### src/core/mbrtu_pkg.sv
// Summary of operation
// - Start bit, eight data bits, LSB first
// - Optional even or odd parity bit
// - One stop with parity, two without
// - Default format: even parity, one stop
// - Bit rate set by divisor register
// - Slave acts only when protocol enabled
// - First byte compared with own address
// - Address zero: broadcast, acted on, unanswered
// - Silence, address, function, data, CRC, silence
// - Every field character is one byte
// - Receiver watches line also between frames
// - Incomplete frames flagged; bytes up to the last two still delivered
// - Transmit only in reply to query
// - Reply only to own individual address
// - Normal reply: confirmation, data, check field
// - Error reply on failed action
// - Frame check is a CRC
// - Frames bounded by 3.5 character silence
// - Gap over 1.5 characters restarts frame
// - CRC low byte first; mismatch gets silence
// - Exception: function with MSB set, code
package mbrtu_pkg;
  // ****************************************
  // Clock and bit rate
  // ****************************************
  localparam int unsigned CLK_HZ    = 40_000_000;
  localparam int unsigned BAUD_RST  = 19200;
  localparam logic [15:0] DIV_RST   = 16'(CLK_HZ / BAUD_RST);
  // ****************************************
  // Register map
  // ****************************************
  localparam logic [7:0]  OFS_CTRL  = 8'h00;
  localparam logic [7:0]  OFS_ADDR  = 8'h04;
  localparam logic [7:0]  OFS_DIV   = 8'h08;
  localparam logic [7:0]  OFS_STAT  = 8'h0c;
  localparam logic [2:0]  CTRL_RST  = 3'h2;
  localparam logic [7:0]  ADDR_RST  = 8'h01;
  localparam int          CTRL_EN   = 0;
  localparam int          CTRL_PAR  = 1;
  localparam int          CTRL_ODD  = 2;
  localparam int          ST_FERR   = 0;
  localparam int          ST_CERR   = 1;
  localparam int          ST_PEND   = 2;
  localparam int          ST_INFR   = 3;
  localparam int          ST_TXACT  = 4;
  // ****************************************
  // Framing constants, silences in half bit times
  // ****************************************
  localparam logic [6:0]  T15_HB    = 7'd33;
  localparam logic [6:0]  T35_HB    = 7'd77;
  localparam logic [7:0]  BCAST     = 8'h00;
  localparam logic [7:0]  ADDR_MAX  = 8'hf7;
  localparam logic [7:0]  EXC_FLAG  = 8'h80;
  localparam logic [2:0]  MIN_BYTES = 3'h4;
  localparam logic [15:0] CRC_INIT  = 16'hffff;
  localparam logic [15:0] CRC_POLY  = 16'ha001;
  localparam logic [3:0]  CHAR_BITS = 4'hb;
  // ****************************************
  // Types
  // ****************************************
  typedef struct packed {
    logic        par_en;
    logic        par_odd;
    logic [15:0] div;
  } mbrtu_fmt_t;
  typedef struct packed {
    logic [7:0] data;
    logic       perr;
    logic       ferr;
  } mbrtu_char_t;
  // One byte step of the reflected CRC
  function automatic logic [15:0] mbrtu_crc_byte(input logic [15:0] crc, input logic [7:0] b);
    logic [15:0] c;
    c = crc ^ {8'h00, b};
    for (int i = 0; i < 8; i++) begin
      c = c[0] ? ((c >> 1) ^ CRC_POLY) : (c >> 1);
    end
    return c;
  endfunction : mbrtu_crc_byte
  // Parity bit value for a byte
  function automatic logic mbrtu_par(input logic [7:0] d, input logic odd);
    return (^d) ^ odd;
  endfunction : mbrtu_par
endpackage : mbrtu_pkg

### src/core/mbrtu_rx.sv
module mbrtu_rx (
  input  wire logic                i_clk,
  input  wire logic                i_rst_b,
  input  wire mbrtu_pkg::mbrtu_fmt_t i_fmt,
  input  wire logic                i_rxd,
  output mbrtu_pkg::mbrtu_char_t   o_char,
  output logic                     o_valid,
  output logic                     o_busy
);
  import mbrtu_pkg::*;
  typedef enum logic [2:0] {RX_IDLE, RX_START, RX_DATA, RX_PAR, RX_STOP} mbrtu_rx_st_t;
  // ****************************************
  // Line synchroniser and filter
  // ****************************************
  logic [2:0]   sync_ff;
  logic         line_ff;
  // Line level only moves once the last two stages agree
  always_ff @(posedge i_clk) begin
    if (!i_rst_b) begin
      sync_ff <= 3'h7;
      line_ff <= 1'b1;
    end else begin
      sync_ff <= {sync_ff[1:0], i_rxd};
      if (sync_ff[1] == sync_ff[2]) begin
        line_ff <= sync_ff[2];
      end
    end
  end
  // ****************************************
  // Character receiver
  // ****************************************
  mbrtu_rx_st_t st_ff;
  logic [15:0]  cnt_ff;
  logic [2:0]   bit_ff;
  logic [7:0]   sh_ff;
  logic         perr_ff;
  // Mid-bit sampling, runs even between frames
  always_ff @(posedge i_clk) begin
    if (!i_rst_b) begin
      st_ff   <= RX_IDLE;
      cnt_ff  <= 16'h0000;
      bit_ff  <= 3'h0;
      sh_ff   <= 8'h00;
      perr_ff <= 1'b0;
      o_char  <= '0;
      o_valid <= 1'b0;
    end else begin
      o_valid <= 1'b0;
      if (st_ff != RX_IDLE && cnt_ff != 16'h0000) begin
        cnt_ff <= cnt_ff - 16'h0001;
      end else begin
        cnt_ff <= i_fmt.div - 16'h0001;
        case (st_ff)
          RX_IDLE: begin
            if (!line_ff) begin
              st_ff   <= RX_START;
              cnt_ff  <= {1'b0, i_fmt.div[15:1]};
              perr_ff <= 1'b0;
            end
          end
          RX_START: begin
            st_ff  <= line_ff ? RX_IDLE : RX_DATA;
            bit_ff <= 3'h0;
          end
          RX_DATA: begin
            sh_ff  <= {line_ff, sh_ff[7:1]};
            bit_ff <= bit_ff + 3'h1;
            if (bit_ff == 3'h7) begin
              st_ff <= i_fmt.par_en ? RX_PAR : RX_STOP;
            end
          end
          RX_PAR: begin
            perr_ff <= line_ff != mbrtu_par(sh_ff, i_fmt.par_odd);
            st_ff   <= RX_STOP;
          end
          RX_STOP: begin
            // Only the first stop bit is checked; a second one just reads as idle
            o_char  <= '{data: sh_ff, perr: perr_ff, ferr: !line_ff};
            o_valid <= 1'b1;
            st_ff   <= RX_IDLE;
          end
          default: st_ff <= RX_IDLE;
        endcase
      end
    end
  end
  assign o_busy = (st_ff != RX_IDLE);
endmodule : mbrtu_rx

### src/core/mbrtu_tx.sv
module mbrtu_tx (
  input  wire logic                  i_clk,
  input  wire logic                  i_rst_b,
  input  wire mbrtu_pkg::mbrtu_fmt_t i_fmt,
  input  wire logic                  i_start,
  input  wire logic [7:0]            i_data,
  output logic                       o_txd,
  output logic                       o_busy
);
  import mbrtu_pkg::*;
  // ****************************************
  // Character transmitter
  // ****************************************
  logic [10:0] sh_ff;
  logic [3:0]  left_ff;
  logic [15:0] cnt_ff;
  // Always eleven bit times: parity and stop, or two stops
  always_ff @(posedge i_clk) begin
    if (!i_rst_b) begin
      sh_ff   <= 11'h7ff;
      left_ff <= 4'h0;
      cnt_ff  <= 16'h0000;
      o_txd   <= 1'b1;
    end else if (left_ff == 4'h0) begin
      o_txd <= 1'b1;
      if (i_start) begin
        sh_ff   <= {1'b1, i_fmt.par_en ? mbrtu_par(i_data, i_fmt.par_odd) : 1'b1,
                    i_data, 1'b0};
        left_ff <= CHAR_BITS + 4'h1; // Extra tick keeps the last stop bit whole
        cnt_ff  <= 16'h0000;
      end
    end else if (cnt_ff == 16'h0000) begin
      o_txd   <= sh_ff[0];
      sh_ff   <= {1'b1, sh_ff[10:1]};
      cnt_ff  <= i_fmt.div - 16'h0001;
      left_ff <= left_ff - 4'h1;
    end else begin
      cnt_ff <= cnt_ff - 16'h0001;
    end
  end
  assign o_busy = (left_ff != 4'h0);
endmodule : mbrtu_tx

### src/core/mbrtu_framer.sv
module mbrtu_framer (
  input  wire logic        i_clk,
  input  wire logic        i_rst_b,
  // Register port
  input  wire logic [7:0]  i_reg_addr,
  input  wire logic [31:0] i_reg_wdata,
  input  wire logic        i_reg_wr,
  input  wire logic        i_reg_rd,
  output logic [31:0]      o_reg_rdata,
  // RS485 line
  input  wire logic        i_rxd,
  output logic             o_txd,
  output logic             o_de,
  // Received query toward the application
  output logic [7:0]       o_rx_byte,
  output logic             o_rx_valid,
  output logic             o_frame_ok,
  output logic             o_frame_err,
  output logic             o_frame_bcast,
  // Response from the application
  input  wire logic [7:0]  i_tx_data,
  input  wire logic        i_tx_valid,
  input  wire logic        i_tx_last,
  output logic             o_tx_ready,
  input  wire logic        i_exc_req,
  input  wire logic [7:0]  i_exc_code,
  output logic             o_rsp_pending
);
  import mbrtu_pkg::*;
  typedef enum logic [2:0] {TS_IDLE, TS_ADDR, TS_BODY, TS_EXC1, TS_EXC2,
                            TS_CRCL, TS_CRCH, TS_DONE} mbrtu_tx_st_t;
  // ****************************************
  // Configuration and status registers
  // ****************************************
  logic [2:0]   ctrl_ff;
  logic [7:0]   addr_ff;
  logic [15:0]  div_ff;
  logic         ferr_ff;
  logic         cerr_ff;
  logic         pend_ff;
  logic         in_frame_ff;
  mbrtu_tx_st_t ts_ff;
  mbrtu_fmt_t   fmt;
  logic         en;
  logic         addr_ok;
  logic         set_ferr;
  logic         set_cerr;
  logic         clr_st;
  logic [31:0]  stat;
  assign fmt     = '{par_en: ctrl_ff[CTRL_PAR], par_odd: ctrl_ff[CTRL_ODD], div: div_ff};
  assign en      = ctrl_ff[CTRL_EN];
  assign addr_ok = (addr_ff != BCAST) && (addr_ff <= ADDR_MAX);
  assign clr_st  = i_reg_wr && (i_reg_addr == OFS_STAT);
  assign stat    = {27'h0, ts_ff != TS_IDLE, in_frame_ff, pend_ff, cerr_ff, ferr_ff};
  // Writable settings; reset gives even parity, one stop bit
  always_ff @(posedge i_clk) begin
    if (!i_rst_b) begin
      ctrl_ff <= CTRL_RST;
      addr_ff <= ADDR_RST;
      div_ff  <= DIV_RST;
    end else if (i_reg_wr) begin
      case (i_reg_addr)
        OFS_CTRL: ctrl_ff <= i_reg_wdata[2:0];
        OFS_ADDR: addr_ff <= i_reg_wdata[7:0];
        OFS_DIV:  div_ff  <= i_reg_wdata[15:0];
        default:  ;
      endcase
    end
  end
  // Sticky errors, write one to clear; a new event beats the clear
  always_ff @(posedge i_clk) begin
    if (!i_rst_b) begin
      ferr_ff <= 1'b0;
      cerr_ff <= 1'b0;
    end else begin
      ferr_ff <= set_ferr | (ferr_ff & !(clr_st & i_reg_wdata[ST_FERR]));
      cerr_ff <= set_cerr | (cerr_ff & !(clr_st & i_reg_wdata[ST_CERR]));
    end
  end
  // Read data in the cycle after the strobe; unmapped reads give zero
  always_ff @(posedge i_clk) begin
    if (!i_rst_b) begin
      o_reg_rdata <= 32'h0000_0000;
    end else if (i_reg_rd) begin
      case (i_reg_addr)
        OFS_CTRL: o_reg_rdata <= {29'h0, ctrl_ff};
        OFS_ADDR: o_reg_rdata <= {24'h0, addr_ff};
        OFS_DIV:  o_reg_rdata <= {16'h0, div_ff};
        OFS_STAT: o_reg_rdata <= stat;
        default:  o_reg_rdata <= 32'h0000_0000;
      endcase
    end else begin
      o_reg_rdata <= 32'h0000_0000;
    end
  end
  // ****************************************
  // Character units
  // ****************************************
  mbrtu_char_t rx_char;
  logic        rx_valid;
  logic        rx_busy;
  logic        tx_busy;
  logic        tx_go_ff;
  logic [7:0]  tx_byte_ff;
  mbrtu_rx u_rx (
    .i_clk   (i_clk),
    .i_rst_b (i_rst_b),
    .i_fmt   (fmt),
    .i_rxd   (i_rxd),
    .o_char  (rx_char),
    .o_valid (rx_valid),
    .o_busy  (rx_busy)
  );
  mbrtu_tx u_tx (
    .i_clk   (i_clk),
    .i_rst_b (i_rst_b),
    .i_fmt   (fmt),
    .i_start (tx_go_ff),
    .i_data  (tx_byte_ff),
    .o_txd   (o_txd),
    .o_busy  (tx_busy)
  );
  // ****************************************
  // Silence timer
  // ****************************************
  logic [14:0] hb_ff;
  logic [6:0]  gap_ff;
  logic        synced_ff;
  logic        gap_long_ff;
  logic        hb_tick;
  assign hb_tick = (hb_ff == 15'h0000);
  // Half bit ticks so 1.5 and 3.5 characters are whole counts
  always_ff @(posedge i_clk) begin
    if (!i_rst_b) begin
      hb_ff <= 15'h0000;
    end else begin
      hb_ff <= hb_tick ? (div_ff[15:1] - 15'h0001) : (hb_ff - 15'h0001);
    end
  end
  // Silence since the last line activity, saturating at 3.5 characters
  always_ff @(posedge i_clk) begin
    if (!i_rst_b) begin
      gap_ff    <= 7'h00;
      synced_ff <= 1'b0;
    end else if (rx_busy || tx_busy || tx_go_ff) begin
      gap_ff <= 7'h00;
    end else if (hb_tick && gap_ff != T35_HB) begin
      gap_ff <= gap_ff + 7'h01;
    end else if (gap_ff == T35_HB) begin
      synced_ff <= 1'b1;
    end
  end
  // Gap is zero at the byte strobe, so remember a long pause until then
  always_ff @(posedge i_clk) begin
    gap_long_ff <= i_rst_b && !rx_valid && (gap_long_ff || gap_ff >= T15_HB);
  end
  // ****************************************
  // Frame receiver
  // ****************************************
  logic [2:0]  nbytes_ff;
  logic        bad_ff;
  logic        match_ff;
  logic [15:0] crc_rx_ff;
  logic [7:0]  func_ff;
  logic [7:0]  p0_ff;
  logic [7:0]  p1_ff;
  logic [1:0]  pcnt_ff;
  logic        new_frame;
  logic        frame_end;
  logic        char_bad;
  logic        good;
  assign new_frame = rx_valid && en && synced_ff && (!in_frame_ff || gap_long_ff);
  assign frame_end = in_frame_ff && gap_ff == T35_HB;
  assign char_bad  = rx_char.perr | rx_char.ferr;
  assign good      = !bad_ff && nbytes_ff >= MIN_BYTES && crc_rx_ff == 16'h0000;
  assign set_cerr  = rx_valid && en && char_bad;
  // A frame cut off by a long gap counts as incomplete
  assign set_ferr  = (frame_end && !good) || (new_frame && in_frame_ff);
  // Address decode, CRC check and two byte delay hiding the check field
  always_ff @(posedge i_clk) begin
    if (!i_rst_b) begin
      in_frame_ff   <= 1'b0;
      nbytes_ff     <= 3'h0;
      bad_ff        <= 1'b0;
      match_ff      <= 1'b0;
      o_frame_bcast <= 1'b0;
      crc_rx_ff     <= CRC_INIT;
      func_ff       <= 8'h00;
      p0_ff         <= 8'h00;
      p1_ff         <= 8'h00;
      pcnt_ff       <= 2'h0;
      o_rx_byte     <= 8'h00;
      o_rx_valid    <= 1'b0;
      o_frame_ok    <= 1'b0;
      o_frame_err   <= 1'b0;
    end else begin
      o_rx_valid  <= 1'b0;
      o_frame_ok  <= 1'b0;
      o_frame_err <= 1'b0;
      if (!en) begin
        in_frame_ff <= 1'b0;
      end else if (new_frame) begin
        o_frame_err   <= in_frame_ff && (match_ff || o_frame_bcast);
        in_frame_ff   <= 1'b1;
        nbytes_ff     <= 3'h1;
        bad_ff        <= char_bad;
        match_ff      <= addr_ok && rx_char.data == addr_ff;
        o_frame_bcast <= rx_char.data == BCAST;
        crc_rx_ff     <= mbrtu_crc_byte(CRC_INIT, rx_char.data);
        pcnt_ff       <= 2'h0;
      end else if (rx_valid && in_frame_ff) begin
        crc_rx_ff <= mbrtu_crc_byte(crc_rx_ff, rx_char.data);
        bad_ff    <= bad_ff | char_bad;
        if (nbytes_ff != 3'h7) begin
          nbytes_ff <= nbytes_ff + 3'h1;
        end
        if (nbytes_ff == 3'h1) begin
          func_ff <= rx_char.data;
        end
        p0_ff <= p1_ff;
        p1_ff <= rx_char.data;
        if (pcnt_ff == 2'h2) begin
          o_rx_byte  <= p0_ff;
          o_rx_valid <= match_ff || o_frame_bcast;
        end else begin
          pcnt_ff <= pcnt_ff + 2'h1;
        end
      end else if (frame_end) begin
        in_frame_ff <= 1'b0;
        o_frame_ok  <= good && (match_ff || o_frame_bcast);
        o_frame_err <= !good && (match_ff || o_frame_bcast);
      end
    end
  end
  // ****************************************
  // Response sequencer
  // ****************************************
  logic [15:0] crc_tx_ff;
  logic [7:0]  code_ff;
  logic        exc_ff;
  logic        issue;
  logic [7:0]  nxt_byte;
  assign issue      = !tx_busy && !tx_go_ff;
  assign o_tx_ready = (ts_ff == TS_BODY) && issue;
  assign o_rsp_pending = pend_ff;
  // Byte to send in the current step
  always_comb begin
    case (ts_ff)
      TS_ADDR: nxt_byte = addr_ff;
      TS_BODY: nxt_byte = i_tx_data;
      TS_EXC1: nxt_byte = func_ff | EXC_FLAG;
      TS_EXC2: nxt_byte = code_ff;
      TS_CRCL: nxt_byte = crc_tx_ff[7:0];
      TS_CRCH: nxt_byte = crc_tx_ff[15:8];
      default: nxt_byte = 8'h00;
    endcase
  end
  // Reply permission: only after a good query to our own address
  always_ff @(posedge i_clk) begin
    if (!i_rst_b) begin
      pend_ff <= 1'b0;
    end else if (frame_end && good && match_ff && en) begin
      pend_ff <= 1'b1;
    end else if (new_frame || !en || ts_ff == TS_DONE) begin
      pend_ff <= 1'b0;
    end
  end
  // Address, body or exception, then CRC low and high
  always_ff @(posedge i_clk) begin
    if (!i_rst_b) begin
      ts_ff      <= TS_IDLE;
      crc_tx_ff  <= CRC_INIT;
      code_ff    <= 8'h00;
      exc_ff     <= 1'b0;
      tx_go_ff   <= 1'b0;
      tx_byte_ff <= 8'h00;
      o_de       <= 1'b0;
    end else begin
      tx_go_ff <= 1'b0;
      case (ts_ff)
        TS_IDLE: begin
          if (pend_ff && !in_frame_ff && (i_exc_req || i_tx_valid)) begin
            ts_ff     <= TS_ADDR;
            exc_ff    <= i_exc_req;
            code_ff   <= i_exc_code;
            crc_tx_ff <= CRC_INIT;
            o_de      <= 1'b1;
          end
        end
        TS_DONE: begin
          if (issue) begin
            ts_ff <= TS_IDLE;
            o_de  <= 1'b0;
          end
        end
        default: begin
          if (issue && (ts_ff != TS_BODY || i_tx_valid)) begin
            tx_go_ff   <= 1'b1;
            tx_byte_ff <= nxt_byte;
            if (ts_ff != TS_CRCL && ts_ff != TS_CRCH) begin
              crc_tx_ff <= mbrtu_crc_byte(crc_tx_ff, nxt_byte);
            end
            case (ts_ff)
              TS_ADDR: ts_ff <= exc_ff ? TS_EXC1 : TS_BODY;
              TS_BODY: ts_ff <= i_tx_last ? TS_CRCL : TS_BODY;
              TS_EXC1: ts_ff <= TS_EXC2;
              TS_EXC2: ts_ff <= TS_CRCL;
              TS_CRCL: ts_ff <= TS_CRCH;
              default: ts_ff <= TS_DONE;
            endcase
          end
        end
      endcase
    end
  end
endmodule : mbrtu_framer

### config.mk
export PLATFORM = sky130hd
export DESIGN_NAME = mbrtu_framer
export DESIGN_NICKNAME = d
export VERILOG_FILES = /design/src/core/mbrtu_pkg.sv /design/src/core/mbrtu_rx.sv /design/src/core/mbrtu_tx.sv /design/src/core/mbrtu_framer.sv
export SDC_FILE = /design/constraint.sdc
export NUM_CORES = 1
export LEC_CHECK = 0
export BUFFER_PORTS_ARGS = -buffer_cell sky130_fd_sc_hd__buf_2
export CORE_ASPECT_RATIO = 2
export CORE_UTILIZATION = 45
export CTS_CLUSTER_DIAMETER = 30
export DETAILED_ROUTE_END_ITERATION = 8
export SETUP_SLACK_MARGIN = 0.3
export SYNTH_ARGS = -nofsm -noshare
export SYNTH_HDL_FRONTEND = slang
export SYNTH_SLANG_ARGS = --single-unit
### constraint.sdc
create_clock -name i_clk -period 3.1 [get_ports i_clk]
set_input_delay 0.465 -clock i_clk [delete_from_list [all_inputs] [get_ports i_clk]]
set_output_delay 0.465 -clock i_clk [all_outputs]
set_load 0.05 [all_outputs]
==> key figures <==
Synthesis
  – Synth Cell Area: 12,200 um^2
  – Syn avg cell area: 8.14 um^2
  – Syn Inst Count: 1,494
  – Post-synth EDFFs: 0
  – Yosys cell types: 85
  – Register area share after synthesis: 40.2%
  – FF+latch count, synth: 244
  – Largest area contributor in the netlist: dfxtp_1
  – Area contributors post-synth: dfxtp_1 (40%), nand2_1 (7.5%), a21oi_1 (5.4%)
  – Synth async-reset ratio: 0%
  – Ys flop type: dfxtp_1
  – Synth Warn #: 0
  – Post-synth top area share: 40.2%

Drt
  – Remaining DRCs: 0
  – Routed len/inst: 17.2 um
  – WL final: 33,600 um
  – Detailed Routing Iterations Pass 1: 5
  – 1st-iter DRT viols: 567
  – Via-to-Cell Ratio: 5.45
  – Routed vias: 10,600
  – DRT antenna net count: 0

Pwr
  – Clk pwr share: 37.8%
  – Maximum vdd drop: 0.549 mV
  – Comb pwr share: 29.6%
  – Power Internal: 0.00747 W
  – Leak: 5.76 nW
  – Psw: 0.00379 W
  – Pwr/cell area: 787 nW/um^2
  – Sequential share of power: 32.6%
  – Switching Fraction: 33.7%

Clocking
  – CTS buffer count: 39
  – Clock latency on the worst-skew pair: 0.53 ns
  – CTS tree: done
  – H-tree depth: 2
  – Sink Count: 244
  – CTS Buffer Depth: 3
  – CTS root buf: clkbuf_16
  – Clock transition at the registers of the reported paths: 0.05 ns

Timing
  – Final Hold Slack: 0.121 ns
  – Max-slew violations: 0
  – Slew at the pin closest to its max-slew limit: 1.05 ns
  – Final Setup Violations: 0
  – TNS Setup: 0 ns
  – Max_slew headroom: 29.8%
  – RSZ-0062 raised after global routing: no
  – Fin crit share: 86.5%
  – Fmax: 373 MHz
  – Hold Violations, Final: 0
  – Minimum clock period: 2.68 ns
  – Setup Skew: 0.0171 ns

Floorplan
  – # rows: 84
  – Starting Density: 46.1%
  – Die area: 27,700 um^2
  – Top Ports: 112
  – Core area: 26,400 um^2
  – Die boundary width: 118 um
  – Die Height: 235 um

Critical path
  – CP Capture Type: flop
  – WP data required: 3.52 ns
  – Critical Path Source Type: flop
  – FF-to-FF Start: ts_ff[2]
  – R2R cell count: 9
  – CP startpoint: ts_ff[2]
  – Crit Path Class: flop to flop
  – Worst R2R End: crc_tx_ff[0]
  – Crit path max fanout: 14
  – Flop2flop setup slack: 0.42 ns
  – Crit path DAT: 3.10 ns

Job
  – MaxCap Viol Count: 0

Worst hold path
  – Hold WC Path Type: primary input to flop
  – Worst Hold Launch: i_rxd
  – Hold Path End: u_rx.sync_ff[0]
  – Cell depth of the worst hold path: 2

Global routing
  – Total gr overflow: 0
  – Largest net degree at the start of global routing: 80
  – Vias in the first global route: 10,300
  – Total track usage: 24.3%
  – First-pass GRT wire length: 53,200 um
  – Initial antenna violation count: 0

Place
  – Detail Placement HPWL: 24,300 um
  – Post-placement cell area: 13,000 um^2
  – Routability Congestion: 0.886
  – Inst Count DP: 1,878
  – Buffers on Ports: 79

Finish
  – Share of cells above drive strength 1: 15.8%
  – ANT cells: 0
  – Area delta synth->final: 17.7%
  – Commonest non-fill, non-tap cells in the layout: nand2_1 (243), dfxtp_1 (243), nor2_1 (162)
  – Final std cells w/o fill: 1,954
  – Final core utilization: 54.3%
  – Fin area: 14,300 um^2
  – Nets: 1,661

Outcome
  – Run status: finished, final reports clean
[per-layer routing]
layer  wire (um)  share of wire, %  GRT usage, %
met4        1960               5.8          15.2
met1       12600                38          24.4
met2       17900                53          46.5
met5           0                 0             0
met3        1150               3.4          3.75
[synthesized netlist by cell type (10+ instances only)]
| cell | instances |
|---|---|
| nand2_1 | 244 |
| o22ai_1 | 14 |
| o21ai_0 | 64 |
| o211ai_1 | 16 |
| a211oi_1 | 10 |
| nand2b_1 | 18 |
| nor3_1 | 34 |
| nor4_1 | 16 |
| mux2i_1 | 41 |
| nor2_1 | 162 |
| nand4_1 | 16 |
| or3_1 | 20 |
| ha_1 | 17 |
| nand3_1 | 30 |
| xnor2_1 | 67 |
| dfxtp_1 | 244 |
| nor2b_1 | 12 |
| buf_4 | 17 |
| or4_1 | 10 |
| a22oi_1 | 11 |
| a21oi_1 | 132 |
| and2_1 | 18 |
| clkbuf_1 | 71 |
| inv_1 | 24 |
| buf_2 | 11 |
| mux2_2 | 11 |
| xor2_1 | 46 |
[registers in the layout, indices dropped and copies added, names as in the netlist, 10 cells and up]
register / cells
crc_rx_ff: 16
crc_tx_ff: 16
div_ff: 16
hb_ff: 15
o_reg_rdata: 16
u_rx.cnt_ff: 16
u_rx.o_char: 10
u_tx.cnt_ff: 16
u_tx.sh_ff: 10
[final cells by class]
cell class                 count  area, um^2
multi-input combinational   1132        6760
fill                        2563       12100
clock inverter                22         206
timing repair buffer         139         853
clock buffer                  49        1080
inverter                      24        92.6
sequential                   244        4890
tap                          344         430
[stage by stage]
| step | setup slack [ns] | total power, W |
|---|---|---|
| 2_1_floorplan | 0.370 | 0.00615 |
| 3_3_place_gp | 0.371 | 0.00690 |
| 3_5_place_dp | 0.348 | 0.00695 |
| 4_1_cts | 0.328 | 0.0113 |
| 5_1_grt | 0.237 | 0.0119 |
| 6_report | 0.419 | 0.0113 |
[how the worst max path moves through the flow]
stage / endpoint / slack (ns) / depth (start not counted)
finish: crc_tx_ff[0] / 0.42 / 9
floorplan: hb_ff[4] / 0.37 / 9
global placement: hb_ff[14] / 0.37 / 10
CTS: hb_ff[14] / 0.33 / 10
global route: hb_ff[14] / 0.24 / 10
detailed placement: hb_ff[14] / 0.35 / 10
[worst max-delay path, stage by stage, from the launching register on]
cell and delay (ns):
dfxtp_1 0.32, buf_4 0.21, mux2_4 0.31, a32o_2 0.25, o21ai_2 0.15, o31ai_2 0.10, xnor2_1 0.33, xnor3_2 0.53
xor3_1 0.19, o32a_1 0.16
[logic make-up after synthesis]
group                      Yosys count  share of synthesized area (%)
buffers and inverters              133                           4.97
xor gates and xnor gates           119                           9.18
adders and majority gates           17                           1.75
DFF                                244                           40.2
and+or+nand+nor                    615                           23.2
AOI/OAI and AO/OA                  308                           15.6
other                                1                         0.0308
muxes                               57                           5.16
[power groups by stage]
stage	Clock, W	Combinational [W]	Sequential, W
after floorplan	0	0.00248	0.00367
after global placement	0	0.00318	0.00372
after detailed placement	0	0.00323	0.00373
after CTS	0.00435	0.00324	0.00366
after global routing	0.00448	0.00369	0.00371
final	0.00426	0.00333	0.00367
[timing repair]
action	4_1_cts	5_1_grt
setup buffers	0	5
hold buffers	0	0
resized for setup	0	9
endpoints found under the hold margin	0	0
endpoints found under the setup margin	0	21
No activity file was read; power rests on OpenSTA's default activity.
